### src/logic/pie_consts.svh
// constants for the power-event interrupt logic
`ifndef PIE_CONSTS_SVH
`define PIE_CONSTS_SVH
`define PIE_CMD_SUMMARY 8'h00
`define PIE_CMD_MASK 8'h01
`define PIE_CMD_PWR_EVENT 8'h02
`define PIE_CMD_PWR_EVENT_CLR 8'h03
`define PIE_BIT_SUPPLY 7
`define PIE_BIT_START 6
`define PIE_BIT_OVERCUR 5
`define PIE_BIT_CLASS 4
`define PIE_BIT_DETECT 3
`define PIE_BIT_DISC 2
`define PIE_BIT_PGOOD 1
`define PIE_BIT_PENABLE 0
`define PIE_MASK_RST 8'h80
`define PIE_SUMMARY_RST 8'h80
`define PIE_PWR_EVENT_RST 8'h00
`endif

### src/logic/pie_pkg.sv
// types for the power-event interrupt logic
package pie_pkg;
  typedef logic [7:0] pie_byte_t;
  typedef logic [3:0] pie_chan_t;
  typedef enum logic [1:0] {
    PIE_IDLE = 2'b00,
    PIE_BUSY = 2'b01
  } pie_rd_state_t;
endpackage : pie_pkg

### src/logic/pie_sticky_bit.sv
// one sticky event flag where a set beats a clear
`timescale 1ns/1ps
module pie_sticky_bit (
  // clock and reset
  input wire logic clock,
  input wire logic sys_rst,
  // control
  input wire logic rstVal,
  input wire logic setEvt,
  input wire logic clrEvt,
  // state
  output logic flag
);
  typedef struct packed {
    logic flag;
  } pie_sticky_t;
  pie_sticky_t st_r;
  pie_sticky_t st_nxt;
  always_comb begin
    st_nxt = st_r;
    if (clrEvt) begin
      st_nxt.flag = 1'b0;
    end
    // a set in the clearing cycle survives
    if (setEvt) begin
      st_nxt.flag = 1'b1;
    end
  end
  // reset value is a per-instance tie-off, so a flag tied to 1 stays set until a real clear
  always_ff @(posedge clock) begin
    if (sys_rst) begin
      st_r.flag <= rstVal;
    end else begin
      st_r <= st_nxt;
    end
  end
  assign flag = st_r.flag;
endmodule : pie_sticky_bit

### src/logic/pie_interrupt_event_logic.sv
// interrupt summary, mask and power-event register with active-low output
`timescale 1ns/1ps
`include "pie_consts.svh"
module pie_interrupt_event_logic (
  // clock and reset
  input wire logic clock,
  input wire logic sys_rst,
  // register access, one command per strobe
  input wire logic regRd,
  input wire logic regWr,
  input wire logic [7:0] regCmd,
  input wire logic [7:0] regWrData,
  output logic [7:0] regRdData,
  output logic regRdValid,
  // summary clear requests from other event registers and reset register
  input wire logic summaryClearAll,
  input wire logic startFaultRead,
  input wire logic overcurFaultRead,
  input wire logic detectEventRead,
  input wire logic faultEventRead,
  // supply and memory faults
  input wire logic thermalShutdownFlag,
  input wire logic digitalSupplyUndervoltage,
  input wire logic digitalSupplyWarning,
  input wire logic powerSupplyUndervoltage,
  input wire logic programMemoryFault,
  // per-channel event levels
  input wire logic [3:0] channelStartFault,
  input wire logic [3:0] channelOverloadCut,
  input wire logic [1:0] pairedChannelOverloadCut,
  input wire logic [3:0] channelCurrentLimitFault,
  input wire logic [3:0] channelClassificationEvent,
  input wire logic [3:0] channelDetectionEvent,
  input wire logic [3:0] channelDisconnectEvent,
  // per-channel change pulses
  input wire logic [3:0] channelPowerGoodChange,
  input wire logic [3:0] channelPowerEnableChange,
  // global enable from the general mask register
  input wire logic globalInterruptEnable,
  // interrupt pin, active low
  output logic intOut_n
);
  typedef struct packed {
    pie_pkg::pie_byte_t mask;
    pie_pkg::pie_byte_t rdData;
    logic rdValid;
    logic intN;
  } pie_state_t;
  pie_state_t st_r;
  pie_state_t st_nxt;

  // ----------------------------------------
  // power-event flags
  // ----------------------------------------
  logic pwrClrRead;
  logic [7:0] pwrEvt;
  logic [7:0] pwrSet;
  assign pwrClrRead = regRd && (regCmd == `PIE_CMD_PWR_EVENT_CLR);
  assign pwrSet = {channelPowerGoodChange, channelPowerEnableChange};

  // ----------------------------------------
  // summary flags, sticky until cleared
  // ----------------------------------------
  logic [7:0] sumSet;
  logic [7:0] sumClr;
  logic [7:0] summary;
  always_comb begin
    sumSet = 8'h00;
    sumSet[`PIE_BIT_SUPPLY] = thermalShutdownFlag | digitalSupplyUndervoltage
      | digitalSupplyWarning | powerSupplyUndervoltage | programMemoryFault;
    sumSet[`PIE_BIT_START] = |channelStartFault;
    sumSet[`PIE_BIT_OVERCUR] = (|channelOverloadCut) | (|pairedChannelOverloadCut)
      | (|channelCurrentLimitFault);
    sumSet[`PIE_BIT_CLASS] = |channelClassificationEvent;
    sumSet[`PIE_BIT_DETECT] = |channelDetectionEvent;
    sumSet[`PIE_BIT_DISC] = |channelDisconnectEvent;
    // a clearing read must not re-set from the bits it is wiping, or the pin sticks
    sumSet[`PIE_BIT_PGOOD] = (|pwrEvt[7:4]) & ~pwrClrRead;
    sumSet[`PIE_BIT_PENABLE] = (|pwrEvt[3:0]) & ~pwrClrRead;
  end
  always_comb begin
    sumClr = {8{summaryClearAll}};
    sumClr[`PIE_BIT_SUPPLY] = summaryClearAll;
    sumClr[`PIE_BIT_START] = summaryClearAll | startFaultRead;
    sumClr[`PIE_BIT_OVERCUR] = summaryClearAll | overcurFaultRead | faultEventRead;
    sumClr[`PIE_BIT_CLASS] = summaryClearAll | detectEventRead;
    sumClr[`PIE_BIT_DETECT] = summaryClearAll | detectEventRead;
    sumClr[`PIE_BIT_DISC] = summaryClearAll | faultEventRead;
    sumClr[`PIE_BIT_PGOOD] = summaryClearAll | pwrClrRead;
    sumClr[`PIE_BIT_PENABLE] = summaryClearAll | pwrClrRead;
  end

  genvar gi;
  generate
    for (gi = 0; gi < 8; gi++) begin : gPwr
      pie_sticky_bit uPwr (
        .clock(clock),
        .sys_rst(sys_rst),
        .rstVal(1'b0),
        .setEvt(pwrSet[gi]),
        .clrEvt(pwrClrRead),
        .flag(pwrEvt[gi])
      );
    end
    for (gi = 0; gi < 8; gi++) begin : gSum
      // power-event bits set the summary one cycle after they set, two cycles after the channel pulse
      pie_sticky_bit uSum (
        .clock(clock),
        .sys_rst(sys_rst),
        .rstVal(gi == `PIE_BIT_SUPPLY),
        .setEvt(sumSet[gi]),
        .clrEvt(sumClr[gi]),
        .flag(summary[gi])
      );
    end
  endgenerate

  // ----------------------------------------
  // register reads, writes and the pin
  // ----------------------------------------
  logic [7:0] pwrNext;
  assign pwrNext = pwrClrRead ? pwrSet : (pwrEvt | pwrSet);
  always_comb begin
    st_nxt = st_r;
    st_nxt.rdValid = 1'b0;
    if (regWr && (regCmd == `PIE_CMD_MASK)) begin
      st_nxt.mask = regWrData;
    end
    if (regRd) begin
      st_nxt.rdValid = 1'b1;
      case (regCmd)
        `PIE_CMD_SUMMARY: st_nxt.rdData = summary;
        `PIE_CMD_MASK: st_nxt.rdData = st_r.mask;
        `PIE_CMD_PWR_EVENT: st_nxt.rdData = pwrEvt;
        `PIE_CMD_PWR_EVENT_CLR: st_nxt.rdData = pwrEvt;
        default: st_nxt.rdData = 8'h00;
      endcase
    end
    // summary and mask both sampled from registers, so the pin trails by one
    st_nxt.intN = ~(globalInterruptEnable && |(summary & st_r.mask));
  end
  always_ff @(posedge clock) begin
    if (sys_rst) begin
      st_r.mask <= `PIE_MASK_RST;
      st_r.rdData <= 8'h00;
      st_r.rdValid <= 1'b0;
      st_r.intN <= 1'b1;
    end else begin
      st_r <= st_nxt;
    end
  end
  assign regRdData = st_r.rdData;
  assign regRdValid = st_r.rdValid;
  assign intOut_n = st_r.intN;

  // ----------------------------------------
  // checks
  // ----------------------------------------
  AST_MASK_RESET: assert property (@(posedge clock)
    $past(sys_rst) |-> st_r.mask == `PIE_MASK_RST) else $error("mask reset wrong");
  AST_INT_FOLLOWS: assert property (@(posedge clock) disable iff (sys_rst)
    !$past(sys_rst) |->
    intOut_n == ~($past(globalInterruptEnable) && |($past(summary) & $past(st_r.mask))))
    else $error("interrupt pin wrong");
  AST_GLOBAL_OFF: assert property (@(posedge clock) disable iff (sys_rst)
    !globalInterruptEnable |=> intOut_n) else $error("pin low with enable off");
  AST_MASKED_OFF: assert property (@(posedge clock) disable iff (sys_rst)
    (st_r.mask == 8'h00) |=> intOut_n) else $error("pin low with all masked");
  AST_PWR_CLEAR: assert property (@(posedge clock) disable iff (sys_rst)
    pwrClrRead && !(|pwrSet) |=> pwrEvt == 8'h00) else $error("clear read kept bits");
  AST_PWR_KEEP: assert property (@(posedge clock) disable iff (sys_rst)
    pwrClrRead && (|pwrSet) |=> pwrEvt == $past(pwrSet)) else $error("event lost");
  AST_SAME_DATA: assert property (@(posedge clock) disable iff (sys_rst)
    regRd && (regCmd == `PIE_CMD_PWR_EVENT || regCmd == `PIE_CMD_PWR_EVENT_CLR)
    |=> regRdValid && regRdData == $past(pwrEvt)) else $error("event read data wrong");
  AST_PG_SUMMARY: assert property (@(posedge clock) disable iff (sys_rst)
    (|pwrEvt[7:4]) && !sumClr[`PIE_BIT_PGOOD] |=> summary[`PIE_BIT_PGOOD])
    else $error("power-good summary missed");
  AST_DET_SUMMARY: assert property (@(posedge clock) disable iff (sys_rst)
    (|channelDetectionEvent) |=> summary[`PIE_BIT_DETECT]) else $error("detect missed");
  AST_SUPPLY: assert property (@(posedge clock) disable iff (sys_rst)
    sumSet[`PIE_BIT_SUPPLY] |=> summary[`PIE_BIT_SUPPLY]) else $error("supply missed");
  AST_PWR_TRACK: assert property (@(posedge clock) disable iff (sys_rst)
    !sys_rst |=> pwrEvt == $past(pwrNext)) else $error("event register wrong");
  AST_START_SUMMARY: assert property (@(posedge clock) disable iff (sys_rst)
    (|channelStartFault) |=> summary[`PIE_BIT_START]) else $error("start missed");
  AST_OVERCUR_SUMMARY: assert property (@(posedge clock) disable iff (sys_rst)
    (|channelOverloadCut) || (|pairedChannelOverloadCut) || (|channelCurrentLimitFault)
    |=> summary[`PIE_BIT_OVERCUR]) else $error("overcurrent missed");
  AST_CLASS_SUMMARY: assert property (@(posedge clock) disable iff (sys_rst)
    (|channelClassificationEvent) |=> summary[`PIE_BIT_CLASS]) else $error("class missed");
  AST_DISC_SUMMARY: assert property (@(posedge clock) disable iff (sys_rst)
    (|channelDisconnectEvent) |=> summary[`PIE_BIT_DISC]) else $error("disc missed");
  AST_PE_SUMMARY: assert property (@(posedge clock) disable iff (sys_rst)
    (|pwrEvt[3:0]) && !sumClr[`PIE_BIT_PENABLE] |=> summary[`PIE_BIT_PENABLE])
    else $error("power-enable summary missed");
  AST_CLEAR_ALL: assert property (@(posedge clock) disable iff (sys_rst)
    summaryClearAll && !(|sumSet) |=> summary == 8'h00) else $error("clear all failed");
  AST_PWR_SUM_CLEAR: assert property (@(posedge clock) disable iff (sys_rst)
    pwrClrRead && !summaryClearAll |=> !summary[`PIE_BIT_PGOOD] && !summary[`PIE_BIT_PENABLE])
    else $error("clearing read kept summary");
  COV_INT_LOW: cover property (@(posedge clock) disable iff (sys_rst) !intOut_n);
  COV_CLR_RELEASE: cover property (@(posedge clock) disable iff (sys_rst)
    !intOut_n && pwrClrRead ##2 intOut_n);
  COV_MASK_WR: cover property (@(posedge clock) disable iff (sys_rst)
    regWr && regCmd == `PIE_CMD_MASK);
endmodule : pie_interrupt_event_logic

### config.mk
export PLATFORM = sky130hd
export DESIGN_NAME = pie_interrupt_event_logic
export DESIGN_NICKNAME = d
export VERILOG_FILES = /design/src/logic/pie_pkg.sv /design/src/logic/pie_sticky_bit.sv /design/src/logic/pie_interrupt_event_logic.sv
export VERILOG_INCLUDE_DIRS = /design/src /design/src/logic
export SDC_FILE = /design/constraint.sdc
export NUM_CORES = 1
export LEC_CHECK = 0
export BUFFER_PORTS_ARGS = -buffer_cell sky130_fd_sc_hd__buf_2
export CORE_UTILIZATION = 25
export DETAILED_ROUTE_END_ITERATION = 8
export SYNTH_ARGS = -nofsm -noshare
export SYNTH_HDL_FRONTEND = slang
export SYNTH_HIERARCHICAL = 1
export SYNTH_SLANG_ARGS = --single-unit
### constraint.sdc
create_clock -name clock -period 2.2 [get_ports clock]
set_input_delay 0.44 -clock clock [delete_from_list [all_inputs] [get_ports clock]]
set_output_delay 0.44 -clock clock [all_outputs]
set_load 0.1 [all_outputs]
==> qor.txt, run 1 <==
STATUS
-------------------------------------------------------------------------------------
Result of the run ...................................................... finished, final reports clean

LOGIC SYNTHESIS
-------------------------------------------------------------------------------------
Avg Cell Area, Syn .....................................................    10.84 µm²
Post-synthesis async set-or-reset flop share ...........................            0
Post-synth EDFFs .......................................................           16
Number of instances in the synthesized netlist .........................          176
Synth warn .............................................................            6
Seq/Total Area, Yosys ..................................................       0.4407
Yosys cell types .......................................................           34
Total of flip-flops plus latches after synthesis .......................           34
Synthesized cell area .................................................. 0.001908 mm²
Post-synth top flop ....................................................      dfxtp_1

STA
-------------------------------------------------------------------------------------
Worst relative slew slack ..............................................       0.5883
Total negative setup slack .............................................         0 ns
Max-slew violation count ...............................................            0
Slew of the pin with the lowest slew margin ............................    0.6176 ns
Min cycle time layout ..................................................     1.775 ns
Hold WS ................................................................    0.3504 ns
Setup-failing EPs final ................................................            0
Post-route fraction of the period consumed by the critical path ........       0.8067
Worst clock skew .......................................................  0.008910 ns
Maximum clock rate .....................................................   0.5635 GHz
Number of endpoints with negative hold slack in the final report .......            0
Unrepaired setup endpoints after global routing ........................        false

PLACED DESIGN
-------------------------------------------------------------------------------------
Half-perimeter wire length after detailed placement ....................     3.568 mm
Count of placed standard cells including taps ..........................          352
Cell area reported after detailed placement ............................ 0.002391 mm²
Gpl congestion .........................................................       0.7362
Count of input and output buffers ......................................           74

ROUTING
-------------------------------------------------------------------------------------
Average wire per standard cell .........................................     12.58 µm
ANT nets after route ...................................................            0
Vias per cell ..........................................................        4.556
Detailed-route DRC error count .........................................            0
Iteration-0 DRC count of the detailed router ...........................           47
First-pass iteration count of the detailed router ......................            4
Wire length reported by the detailed router ............................     4.527 mm
Count of vias placed by the detailed router ............................         1640

DIE
-------------------------------------------------------------------------------------
Die Width ..............................................................     89.37 µm
Number of placement rows ...............................................           31
DIE AREA ............................................................... 0.007986 mm²
Height of the die ......................................................     89.37 µm
Initial standard-cell utilization of the core ..........................       0.2603
Core footprint ......................................................... 0.007331 mm²
Number of ports placed on the die boundary .............................           75

POWER AND IR DROP
-------------------------------------------------------------------------------------
Switching portion of total power .......................................       0.2475
Leakage Power .......................................................... 0.0009789 µW
Sequential group share of total power ..................................        0.525
Power share of the clock group .........................................        0.325
Maximum resistive drop on vdd ..........................................    0.2142 mV
PD cells ............................................................... 549.4 mW/mm²
Combinational cell fraction of total power .............................        0.149
Total net switching power ..............................................     336.0 µW
Internal power consumption .............................................      1022 µW

WORST SETUP PATH
-------------------------------------------------------------------------------------
Worst Path Arrival .....................................................      1.82 ns
Worst setup path class .................................................       in2reg
CP max FO ..............................................................            3
Type of origin of the critical path ....................................    input pin
Crit path capture type .................................................     register
CP required ............................................................      2.24 ns

HOLD PATH
-------------------------------------------------------------------------------------
Path category of the worst min-delay check .............................       in2reg

GLOBAL ROUTING
-------------------------------------------------------------------------------------
Initial antenna violation count ........................................            0
Number of global-route vias before repair ..............................         1575
GRT Resource Usage Total ...............................................       0.1196
Wire length of the first global-routing pass ...........................     7.086 mm
Global-route congestion overflow total .................................            0
Maximum number of pins on one net before global-route repair ...........           37

CTS
-------------------------------------------------------------------------------------
Longest Clk Path Bufs ..................................................            2
Clock tree from TritonCTS ..............................................          yes
Clock slew at reported path FFs ........................................      0.07 ns
H-tree Lvls ............................................................            2
Postcts setup bufs .....................................................            0
Root buffer cell .......................................................     clkbuf_8
Total of hold buffers inserted after clock tree synthesis ..............            0
Later-pin clock latency in the skew report .............................      0.28 ns
Number of cells upsized or downsized after cts .........................            0
CTS sink count .........................................................           34
Num CTS Buffers ........................................................            5

CELLS AND AREA
-------------------------------------------------------------------------------------
FILL cells .............................................................          764
Post-layout net count ..................................................          325
Layout overhead on the synthesized area ................................       29.51%
Post-route cell area ................................................... 0.002471 mm²
Total inserted antenna cells ...........................................            0
Commonest cells after routing, fill and taps aside ..................... 74 x buf_2, 24 x mux2_2, 18 x dfxtp_1
Most frequent standard cell in the layout excluding fill and tap cells .        buf_2
Layout cells sized above 1 .............................................       0.4444
Final Util .............................................................       0.3371
Post-layout instance count excluding filler cells ......................          360

JOB
-------------------------------------------------------------------------------------
Max_cap viols ..........................................................            0

cell families (layout without fill, tap and decap cells):
family          count (synthesis)  in the layout  share of synthesized area
compound gates                 28             28                     0.1056
other cells                     2             16                   0.003936
mux                            32             32                     0.1836
flops                          34             34                     0.4407
buf+inv                        24             95                    0.06885
simple gates                   56             56                     0.1974
sequential cells by signal, summed over array words and instances, names as in the netlist:
signal and cells:
gSum.uSum/flag 8, st_r 8, regRdData 8, regRdValid 1, gPwr.uPwr/flag 8, intOut_n 1
per-layer routing:
| layer | up-vias | part of all wire | wire length (µm) | global-route usage |
|---|---|---|---|---|
| met1 | 752 | 0.43 | 1966 | 0.1412 |
| met4 | 0 | 0.011 | 51 | 0.03463 |
| li1 | 827 | - | - | - |
| met2 | 56 | 0.48 | 2166 | 0.2054 |
| met5 | - | 0 | 0 | 0 |
| met3 | 5 | 0.076 | 343 | 0.04155 |
area by class of cell:
class	count	area (µm²)	area share
timing repair buffer	79	407.9	0.1651
clock buffer	8	80.08	0.03241
sequential	34	840.8	0.3403
inverter	8	30.03	0.01215
multi-input combinational	132	988.4	0.4000
tap	99	123.9	0.05013
synth_stat cells (5+ instances only):
master     n  share of area
a21oi_1    7          0.018
buf_4      8          0.031
dfxtp_1   18           0.19
edfxtp_1  16           0.25
inv_1      8          0.016
mux2_2    24           0.14
mux2i_1    8          0.042
nand4_1    8          0.026
nor2_1     5         0.0098
o31ai_1    7          0.028
o32ai_1    8          0.037
or3_1     17          0.056
worst paths after layout:
| path | startpoint | end | slack [ns] | cells past startpoint |
|---|---|---|---|---|
| hold reg to reg | regRdData[5] | regRdData[5] | 0.48 | 2 |
| setup / recovery | regCmd[7] | gSum[1].uSum/flag | 0.43 | 5 |
| setup reg to reg | gPwr[3].uPwr/flag | gSum[0].uSum/flag | 0.75 | 3 |
| hold / removal | globalInterruptEnable | intOut_n | 0.35 | 2 |
critical path, stage by stage:
cell	delay [ns]
buf_2	0.12
or4_4	0.56
nor3_4	0.23
nor2_1	0.09
or3_1	0.37
power groups by stage:
| stage | logic, µW | clock network, µW | registers (µW) |
|---|---|---|---|
| after detailed placement | 204 | 0 | 728 |
| after CTS | 205 | 458 | 714 |
| after global placement | 201 | 0 | 726 |
| after global routing | 224 | 482 | 716 |
| final | 203 | 441 | 713 |
| after floorplan | 101 | 0 | 734 |
per-stage QoR:
| stage | setup WS [ns] | power (µW) |
|---|---|---|
| floorplan | 0.1548 | 835.6 |
| global placement | 0.1594 | 926.8 |
| detailed placement | 0.1217 | 931.4 |
| CTS | 0.4292 | 1377 |
| global route | 0.3857 | 1423 |
| finish | 0.4253 | 1358 |
No activity file was read; power rests on OpenSTA's default activity.
==> run 2: changes to the inputs <==
- clock period: 2.2 -> 1.63 ns (I/O delays scaled with it)
==> run 2 against run 1 <==
Effect of this change:
- global-route usage up 0.59 points
- routed wire length up 3.8%
- clock skew down 0.00081 ns
- first-iteration DRC count up 23%
- largest power group unchanged
==> qor.txt, run 2 (synthesis results as in run 1) <==
HOLD PATH
-------------------------------------------------------------------------------------
Capture endpoint of the worst hold path ................................     intOut_n   unchanged
Hold wc startpoint ..................................................... globalInterruptEnable   unchanged
Hold-critical path depth ...............................................            2   unchanged
Path category of the worst min-delay check .............................       in2reg   unchanged

WORST SETUP PATH
-------------------------------------------------------------------------------------
Worst reg2reg startpoint ............................................... gPwr[1].uPwr/flag   was gPwr[3].uPwr/flag
Worst setup path class .................................................       in2reg   unchanged
Capture point of the worst reg-to-reg path ............................. gSum[0].uSum/flag   unchanged
Register-to-register path setup slack ..................................      0.22 ns   was 0.75 ns
Type of origin of the critical path ....................................    input pin   unchanged
CP required ............................................................      1.67 ns   was 2.24 ns
R2r worst-path depth ...................................................            3   unchanged
CP max FO ..............................................................            4   was 3
Crit path capture type .................................................     register   unchanged
Critical path launch point .............................................    regCmd[7]   unchanged
Worst Path Arrival .....................................................      1.61 ns   was 1.82 ns

STA
-------------------------------------------------------------------------------------
Total negative setup slack .............................................         0 ns   unchanged
Max-slew violation count ...............................................            0   unchanged
Worst relative slew slack ..............................................       0.5958   was 0.5883
Maximum clock rate .....................................................   0.6388 GHz
Number of endpoints with negative hold slack in the final report .......            0   unchanged
Min cycle time layout ..................................................     1.565 ns
Unrepaired setup endpoints after global routing ........................         true   was false
Setup-failing EPs final ................................................            0   unchanged
Hold WS ................................................................    0.2311 ns   was 0.3504 ns
Post-route fraction of the period consumed by the critical path ........       0.9604
Worst clock skew .......................................................  0.008103 ns   was 0.008910 ns
Slew of the pin with the lowest slew margin ............................    0.6063 ns   was 0.6176 ns

CTS
-------------------------------------------------------------------------------------
Longest Clk Path Bufs ..................................................            2   unchanged
Postcts setup bufs .....................................................            0   unchanged
Clock slew at reported path FFs ........................................      0.07 ns   about the same
Total of hold buffers inserted after clock tree synthesis ..............            0   unchanged
Number of cells upsized or downsized after cts .........................            0   unchanged
Num CTS Buffers ........................................................            5   unchanged
H-tree Lvls ............................................................            2   unchanged
CTS sink count .........................................................           34   unchanged
Root buffer cell .......................................................     clkbuf_8   unchanged
Later-pin clock latency in the skew report .............................      0.29 ns   was 0.28 ns
Clock tree from TritonCTS ..............................................          yes   unchanged

CELLS AND AREA
-------------------------------------------------------------------------------------
Footprint of the multi-input gates .....................................    988.4 µm²   unchanged
FILL cells .............................................................          770   was 764
Post-route cell area ................................................... 0.002550 mm²   was 0.002471 mm²
Most frequent standard cell in the layout excluding fill and tap cells .        buf_2   unchanged
Commonest cells after routing, fill and taps aside ..................... 74 x buf_2, 24 x mux2_2, 18 x dfxtp_1   unchanged
Layout overhead on the synthesized area ................................       33.64%   was 29.51%
Register Area ..........................................................    840.8 µm²   unchanged
Layout cells sized above 1 .............................................       0.4704   was 0.4444
Post-layout net count ..................................................          334   was 325
Total inserted antenna cells ...........................................            0   unchanged

ROUTING
-------------------------------------------------------------------------------------
Detailed-route DRC error count .........................................            0   unchanged
Vias per cell ..........................................................        4.472   was 4.556
First-pass iteration count of the detailed router ......................            4   unchanged
Wire length reported by the detailed router ............................     4.698 mm   was 4.527 mm
Average wire per standard cell .........................................     12.73 µm   was 12.58 µm
Count of vias placed by the detailed router ............................         1650   was 1640
Iteration-0 DRC count of the detailed router ...........................           58   was 47
ANT nets after route ...................................................            0   unchanged

GLOBAL ROUTING
-------------------------------------------------------------------------------------
GRT Resource Usage Total ...............................................       0.1255   was 0.1196
Initial antenna violation count ........................................            0   unchanged
Global-route congestion overflow total .................................            0   unchanged
Maximum number of pins on one net before global-route repair ...........           36   was 37
Wire length of the first global-routing pass ...........................     7.431 mm   was 7.086 mm
Number of global-route vias before repair ..............................         1606   was 1575

POWER AND IR DROP
-------------------------------------------------------------------------------------
Total net switching power ..............................................     471.3 µW   was 336.0 µW
Switching portion of total power .......................................       0.2479   was 0.2475
Internal power consumption .............................................      1430 µW   was 1022 µW
PD cells ............................................................... 745.7 mW/mm²   was 549.4 mW/mm²
Leakage Power ..........................................................  0.001029 µW   was 0.0009789 µW
Combinational cell fraction of total power .............................        0.154   was 0.149
Power share of the clock group .........................................        0.340   was 0.325
Sequential group share of total power ..................................        0.506   was 0.525
Maximum resistive drop on vdd ..........................................    0.2459 mV   was 0.2142 mV

DIE
-------------------------------------------------------------------------------------
Core footprint ......................................................... 0.007331 mm²   unchanged
Number of ports placed on the die boundary .............................           75   unchanged
DIE AREA ............................................................... 0.007986 mm²   unchanged
Initial standard-cell utilization of the core ..........................       0.2603   unchanged
Die Width ..............................................................     89.37 µm   unchanged
Height of the die ......................................................     89.37 µm   unchanged
Number of placement rows ...............................................           31   unchanged

STATUS
-------------------------------------------------------------------------------------
Result of the run ...................................................... finished, final reports clean   unchanged

JOB
-------------------------------------------------------------------------------------
Max_cap viols ..........................................................            0   unchanged

PLACED DESIGN
-------------------------------------------------------------------------------------
Half-perimeter wire length after detailed placement ....................     3.781 mm   was 3.568 mm
Cell area reported after detailed placement ............................ 0.002459 mm²   was 0.002391 mm²
Count of input and output buffers ......................................           74   unchanged
Gpl congestion .........................................................       0.8728   was 0.7362

-- run 2: changes by cell type in the layout (fill, tap and decap cells not counted), sizes merged --
cell and delta:
buf +9, clkinv +1, clkbuf -1
-- run 2: metrics by stage --
step | setup WS (ns) | power [µW] | util | instances
2_1_floorplan | -0.1888 | 1128 | - | 190
3_3_place_gp | -0.1927 | 1268 | 0.3354 | 361
3_5_place_dp | -0.2378 | 1275 | 0.3354 | 361
4_1_cts | 0.06136 | 1926 | 0.3478 | 369
5_1_grt | -0.01074 | 1993 | 0.3478 | 369
6_report | 0.06454 | 1902 | 0.3478 | 369
-- run 2: worst max-delay path by stage --
stage | cells past startpoint | end | slack (ns)
after global placement | 5 | gSum[0].uSum/flag | -0.19
after CTS | 5 | gSum[0].uSum/flag | 0.06
after global routing | 5 | gSum[0].uSum/flag | -0.01
after detailed placement | 5 | gSum[0].uSum/flag | -0.24
after floorplan | 5 | gSum[0].uSum/flag | -0.19
final | 5 | gSum[0].uSum/flag | 0.06
-- run 2: layout make-up --
cell class | count | area share
Sequential cell | 34 | 0.3297
Multi-Input combinational cell | 132 | 0.3876
Inverter | 8 | 0.01178
Clock buffer | 7 | 0.03386
Tap cell | 99 | 0.04858
Clock inverter | 1 | 0.001963
Timing Repair Buffer | 88 | 0.1865
-- run 2: worst max-delay path, cell delays in order --
cell	delay [ns]
buf_2	0.11
or4_4	0.56
nor3_4	0.21
nor2_1	0.09
or3_1	0.32
-- run 2: routing by layer --
layer  GRT usage  part of all wire  vias to the layer above
met2      0.2186              0.49                       49
met1      0.1503              0.44                      751
met4     0.03896             0.011                        0
met3     0.03416             0.062                        7
met5           0                 0                        -
li1            -                 -                      843
-- run 2: power groups by stage --
stage | sequential [µW] | combinational (µW) | clock [µW]
floorplan | 991 | 137 | 0
global placement | 979 | 289 | 0
detailed placement | 981 | 294 | 0
CTS | 962 | 296 | 668
global route | 965 | 320 | 707
finish | 962 | 293 | 647
==> run 3: changes to the inputs <==
- CELL_PAD_IN_SITES_DETAIL_PLACEMENT: default -> 1
- CELL_PAD_IN_SITES_GLOBAL_PLACEMENT: default -> 1
- PLACE_DENSITY_LB_ADDON: default -> 0.1
==> run 3 against run 2 <==
Effect of this change:
- critical endpoint is now gSum[1].uSum/flag
- total power rose by 0.29%
- global-route usage rose by 0.90 points
- combinational power rose by 3%
- design area rose by 0.78%
- critical path depth did not move
- clock power fell by 0.6%
==> qor.txt, run 3 (synthesis results as in run 1) <==
STATUS
-------------------------------------------------------------------------------------
Result of the run ...................................................... finished, final reports clean   unchanged

WORST SETUP PATH
-------------------------------------------------------------------------------------
Type of origin of the critical path ....................................    input pin   unchanged
Cell chain of the critical path ........................................ buf_2 > or4_4 > nor3_4 > nor2_1 > or3_1   unchanged
Worst reg2reg startpoint ............................................... gPwr[3].uPwr/flag   was gPwr[1].uPwr/flag
Slowest cell on the critical path ......................................        or4_4   unchanged
Worst Path Arrival .....................................................      1.59 ns   was 1.61 ns
CP required ............................................................      1.67 ns   about the same
CP max FO ..............................................................            4   unchanged
Worst path max stage delay .............................................      0.55 ns   was 0.56 ns
Worst setup path class .................................................       in2reg   unchanged
Crit path capture type .................................................     register   unchanged
Family with the most delay on the worst path ........................... simple AND/OR/NAND/NOR gates   unchanged
Critical path launch point .............................................    regCmd[7]   unchanged
Number of buffer and inverter instances along the worst setup path .....            1   unchanged

STA
-------------------------------------------------------------------------------------
Maximum clock rate .....................................................   0.6460 GHz   was 0.6388 GHz
Total negative setup slack .............................................         0 ns   unchanged
Min cycle time layout ..................................................     1.548 ns   was 1.565 ns
Unrepaired setup endpoints after global routing ........................        false   was true
Setup-failing EPs final ................................................            0   unchanged
Worst clock skew .......................................................  0.003300 ns   was 0.008103 ns
Number of endpoints with negative hold slack in the final report .......            0   unchanged
Post-route fraction of the period consumed by the critical path ........       0.9496   was 0.9604
Max-slew violation count ...............................................            0   unchanged

CELLS AND AREA
-------------------------------------------------------------------------------------
Commonest cells after routing, fill and taps aside ..................... 74 x buf_2, 24 x mux2_2, 18 x dfxtp_1   unchanged
Final Util .............................................................       0.3506   was 0.3478
Most frequent standard cell in the layout excluding fill and tap cells .        buf_2   unchanged
Layout overhead on the synthesized area ................................       34.69%   was 33.64%
Layout cells sized above 1 .............................................       0.4723   was 0.4704
Post-layout net count ..................................................          335   was 334
Post-route cell area ................................................... 0.002570 mm²   was 0.002550 mm²
Total inserted antenna cells ...........................................            0   unchanged

PLACED DESIGN
-------------------------------------------------------------------------------------
Gpl congestion .........................................................       0.6830   was 0.8728
Cell area reported after detailed placement ............................ 0.002479 mm²   was 0.002459 mm²
Half-perimeter wire length after detailed placement ....................     4.033 mm   was 3.781 mm
Count of input and output buffers ......................................           74   unchanged

POWER AND IR DROP
-------------------------------------------------------------------------------------
Combinational cell fraction of total power .............................        0.159   was 0.154
Total net switching power ..............................................     473.1 µW   was 471.3 µW
Power share of the clock group .........................................        0.337   was 0.340
Maximum resistive drop on vdd ..........................................    0.2465 mV   was 0.2459 mV
PD cells ............................................................... 742.0 mW/mm²   was 745.7 mW/mm²
Switching portion of total power .......................................       0.2481   was 0.2479
Sequential group share of total power ..................................        0.504   was 0.506
Leakage Power ..........................................................  0.001038 µW   was 0.001029 µW
Overall power ..........................................................      1907 µW   was 1902 µW
Internal power consumption .............................................      1434 µW   was 1430 µW

GLOBAL ROUTING
-------------------------------------------------------------------------------------
Number of global-route vias before repair ..............................         1690   was 1606
Wire length of the first global-routing pass ...........................     7.866 mm   was 7.431 mm
Global-route congestion overflow total .................................            0   unchanged
Initial antenna violation count ........................................            0   unchanged
Maximum number of pins on one net before global-route repair ...........           31   was 36
GRT Resource Usage Total ...............................................       0.1345   was 0.1255

DIE
-------------------------------------------------------------------------------------
Die Width ..............................................................     89.37 µm   unchanged
Number of ports placed on the die boundary .............................           75   unchanged
Initial standard-cell utilization of the core ..........................       0.2603   unchanged
Height of the die ......................................................     89.37 µm   unchanged
Core footprint ......................................................... 0.007331 mm²   unchanged
Number of placement rows ...............................................           31   unchanged
DIE AREA ............................................................... 0.007986 mm²   unchanged

CTS
-------------------------------------------------------------------------------------
Postcts setup bufs .....................................................            0   unchanged
CTS sink count .........................................................           34   unchanged
H-tree Lvls ............................................................            2   unchanged
Clock slew at reported path FFs ........................................      0.07 ns   about the same
Clock tree from TritonCTS ..............................................          yes   unchanged
Num CTS Buffers ........................................................            5   unchanged
Total of hold buffers inserted after clock tree synthesis ..............            0   unchanged
Root buffer cell .......................................................     clkbuf_8   unchanged
Number of cells upsized or downsized after cts .........................            0   unchanged
Longest Clk Path Bufs ..................................................            2   unchanged
Later-pin clock latency in the skew report .............................      0.29 ns   about the same

ROUTING
-------------------------------------------------------------------------------------
ANT nets after route ...................................................            0   unchanged
Wire length reported by the detailed router ............................     4.973 mm   was 4.698 mm
Count of vias placed by the detailed router ............................         1667   was 1650
Detailed-route DRC error count .........................................            0   unchanged
Vias per cell ..........................................................        4.505   was 4.472
Iteration-0 DRC count of the detailed router ...........................           27   was 58
First-pass iteration count of the detailed router ......................            4   unchanged
Average wire per standard cell .........................................     13.44 µm   was 12.73 µm

JOB
-------------------------------------------------------------------------------------
Max_cap viols ..........................................................            0   unchanged

HOLD PATH
-------------------------------------------------------------------------------------
Hold wc startpoint ..................................................... globalInterruptEnable   unchanged
Path category of the worst min-delay check .............................       in2reg   unchanged

==> run 3: changes by cell type in the layout (fill, tap and decap cells not counted) <==
cell    change
buf_12      +1
==> run 3: per-stage QoR <==
step | worst slack [ns] | instances | hold slack, ns
3_5_place_dp | -0.2348 | 362 | 0.4689
6_report | 0.08211 | 370 | 0.2331
2_1_floorplan | -0.1888 | 190 | 0.4129
5_1_grt | 0.02388 | 370 | 0.2359
4_1_cts | 0.07478 | 370 | 0.2271
3_3_place_gp | -0.2104 | 362 | 0.4664
==> run 3: path summary, 6_finish.rpt <==
path | endpoint | slack, ns | cells after the start
max | gSum[1].uSum/flag | 0.08 | 5
min | intOut_n | 0.23 | 2
max reg2reg | gSum[0].uSum/flag | 0.20 | 3
min reg2reg | regRdData[7] | 0.47 | 2
==> run 3: routing by layer <==
metal | GRT usage | wire, µm | vias up
li1 | - | - | 842
met1 | 0.1657 | 2292 | 770
met2 | 0.2290 | 2385 | 51
met3 | 0.03509 | 253 | 4
met4 | 0.04329 | 41 | 0
met5 | 0 | 0 | -
==> run 3: cell type report <==
type	instances	area (µm²)
Inverter	8	30.03
Multi-Input combinational cell	132	988.4
Timing Repair Buffer	89	495.5
Fill cell	908	4761
Tap cell	99	123.9
Clock buffer	7	86.33
Clock inverter	1	5.005
Sequential cell	34	840.8
==> run 3: power by group through the flow <==
stage | logic [µW] | registers [µW] | clock network [µW]
detailed placement | 304 | 982 | 0
global route | 333 | 966 | 712
floorplan | 137 | 991 | 0
CTS | 306 | 962 | 672
finish | 302 | 962 | 643
global placement | 300 | 980 | 0
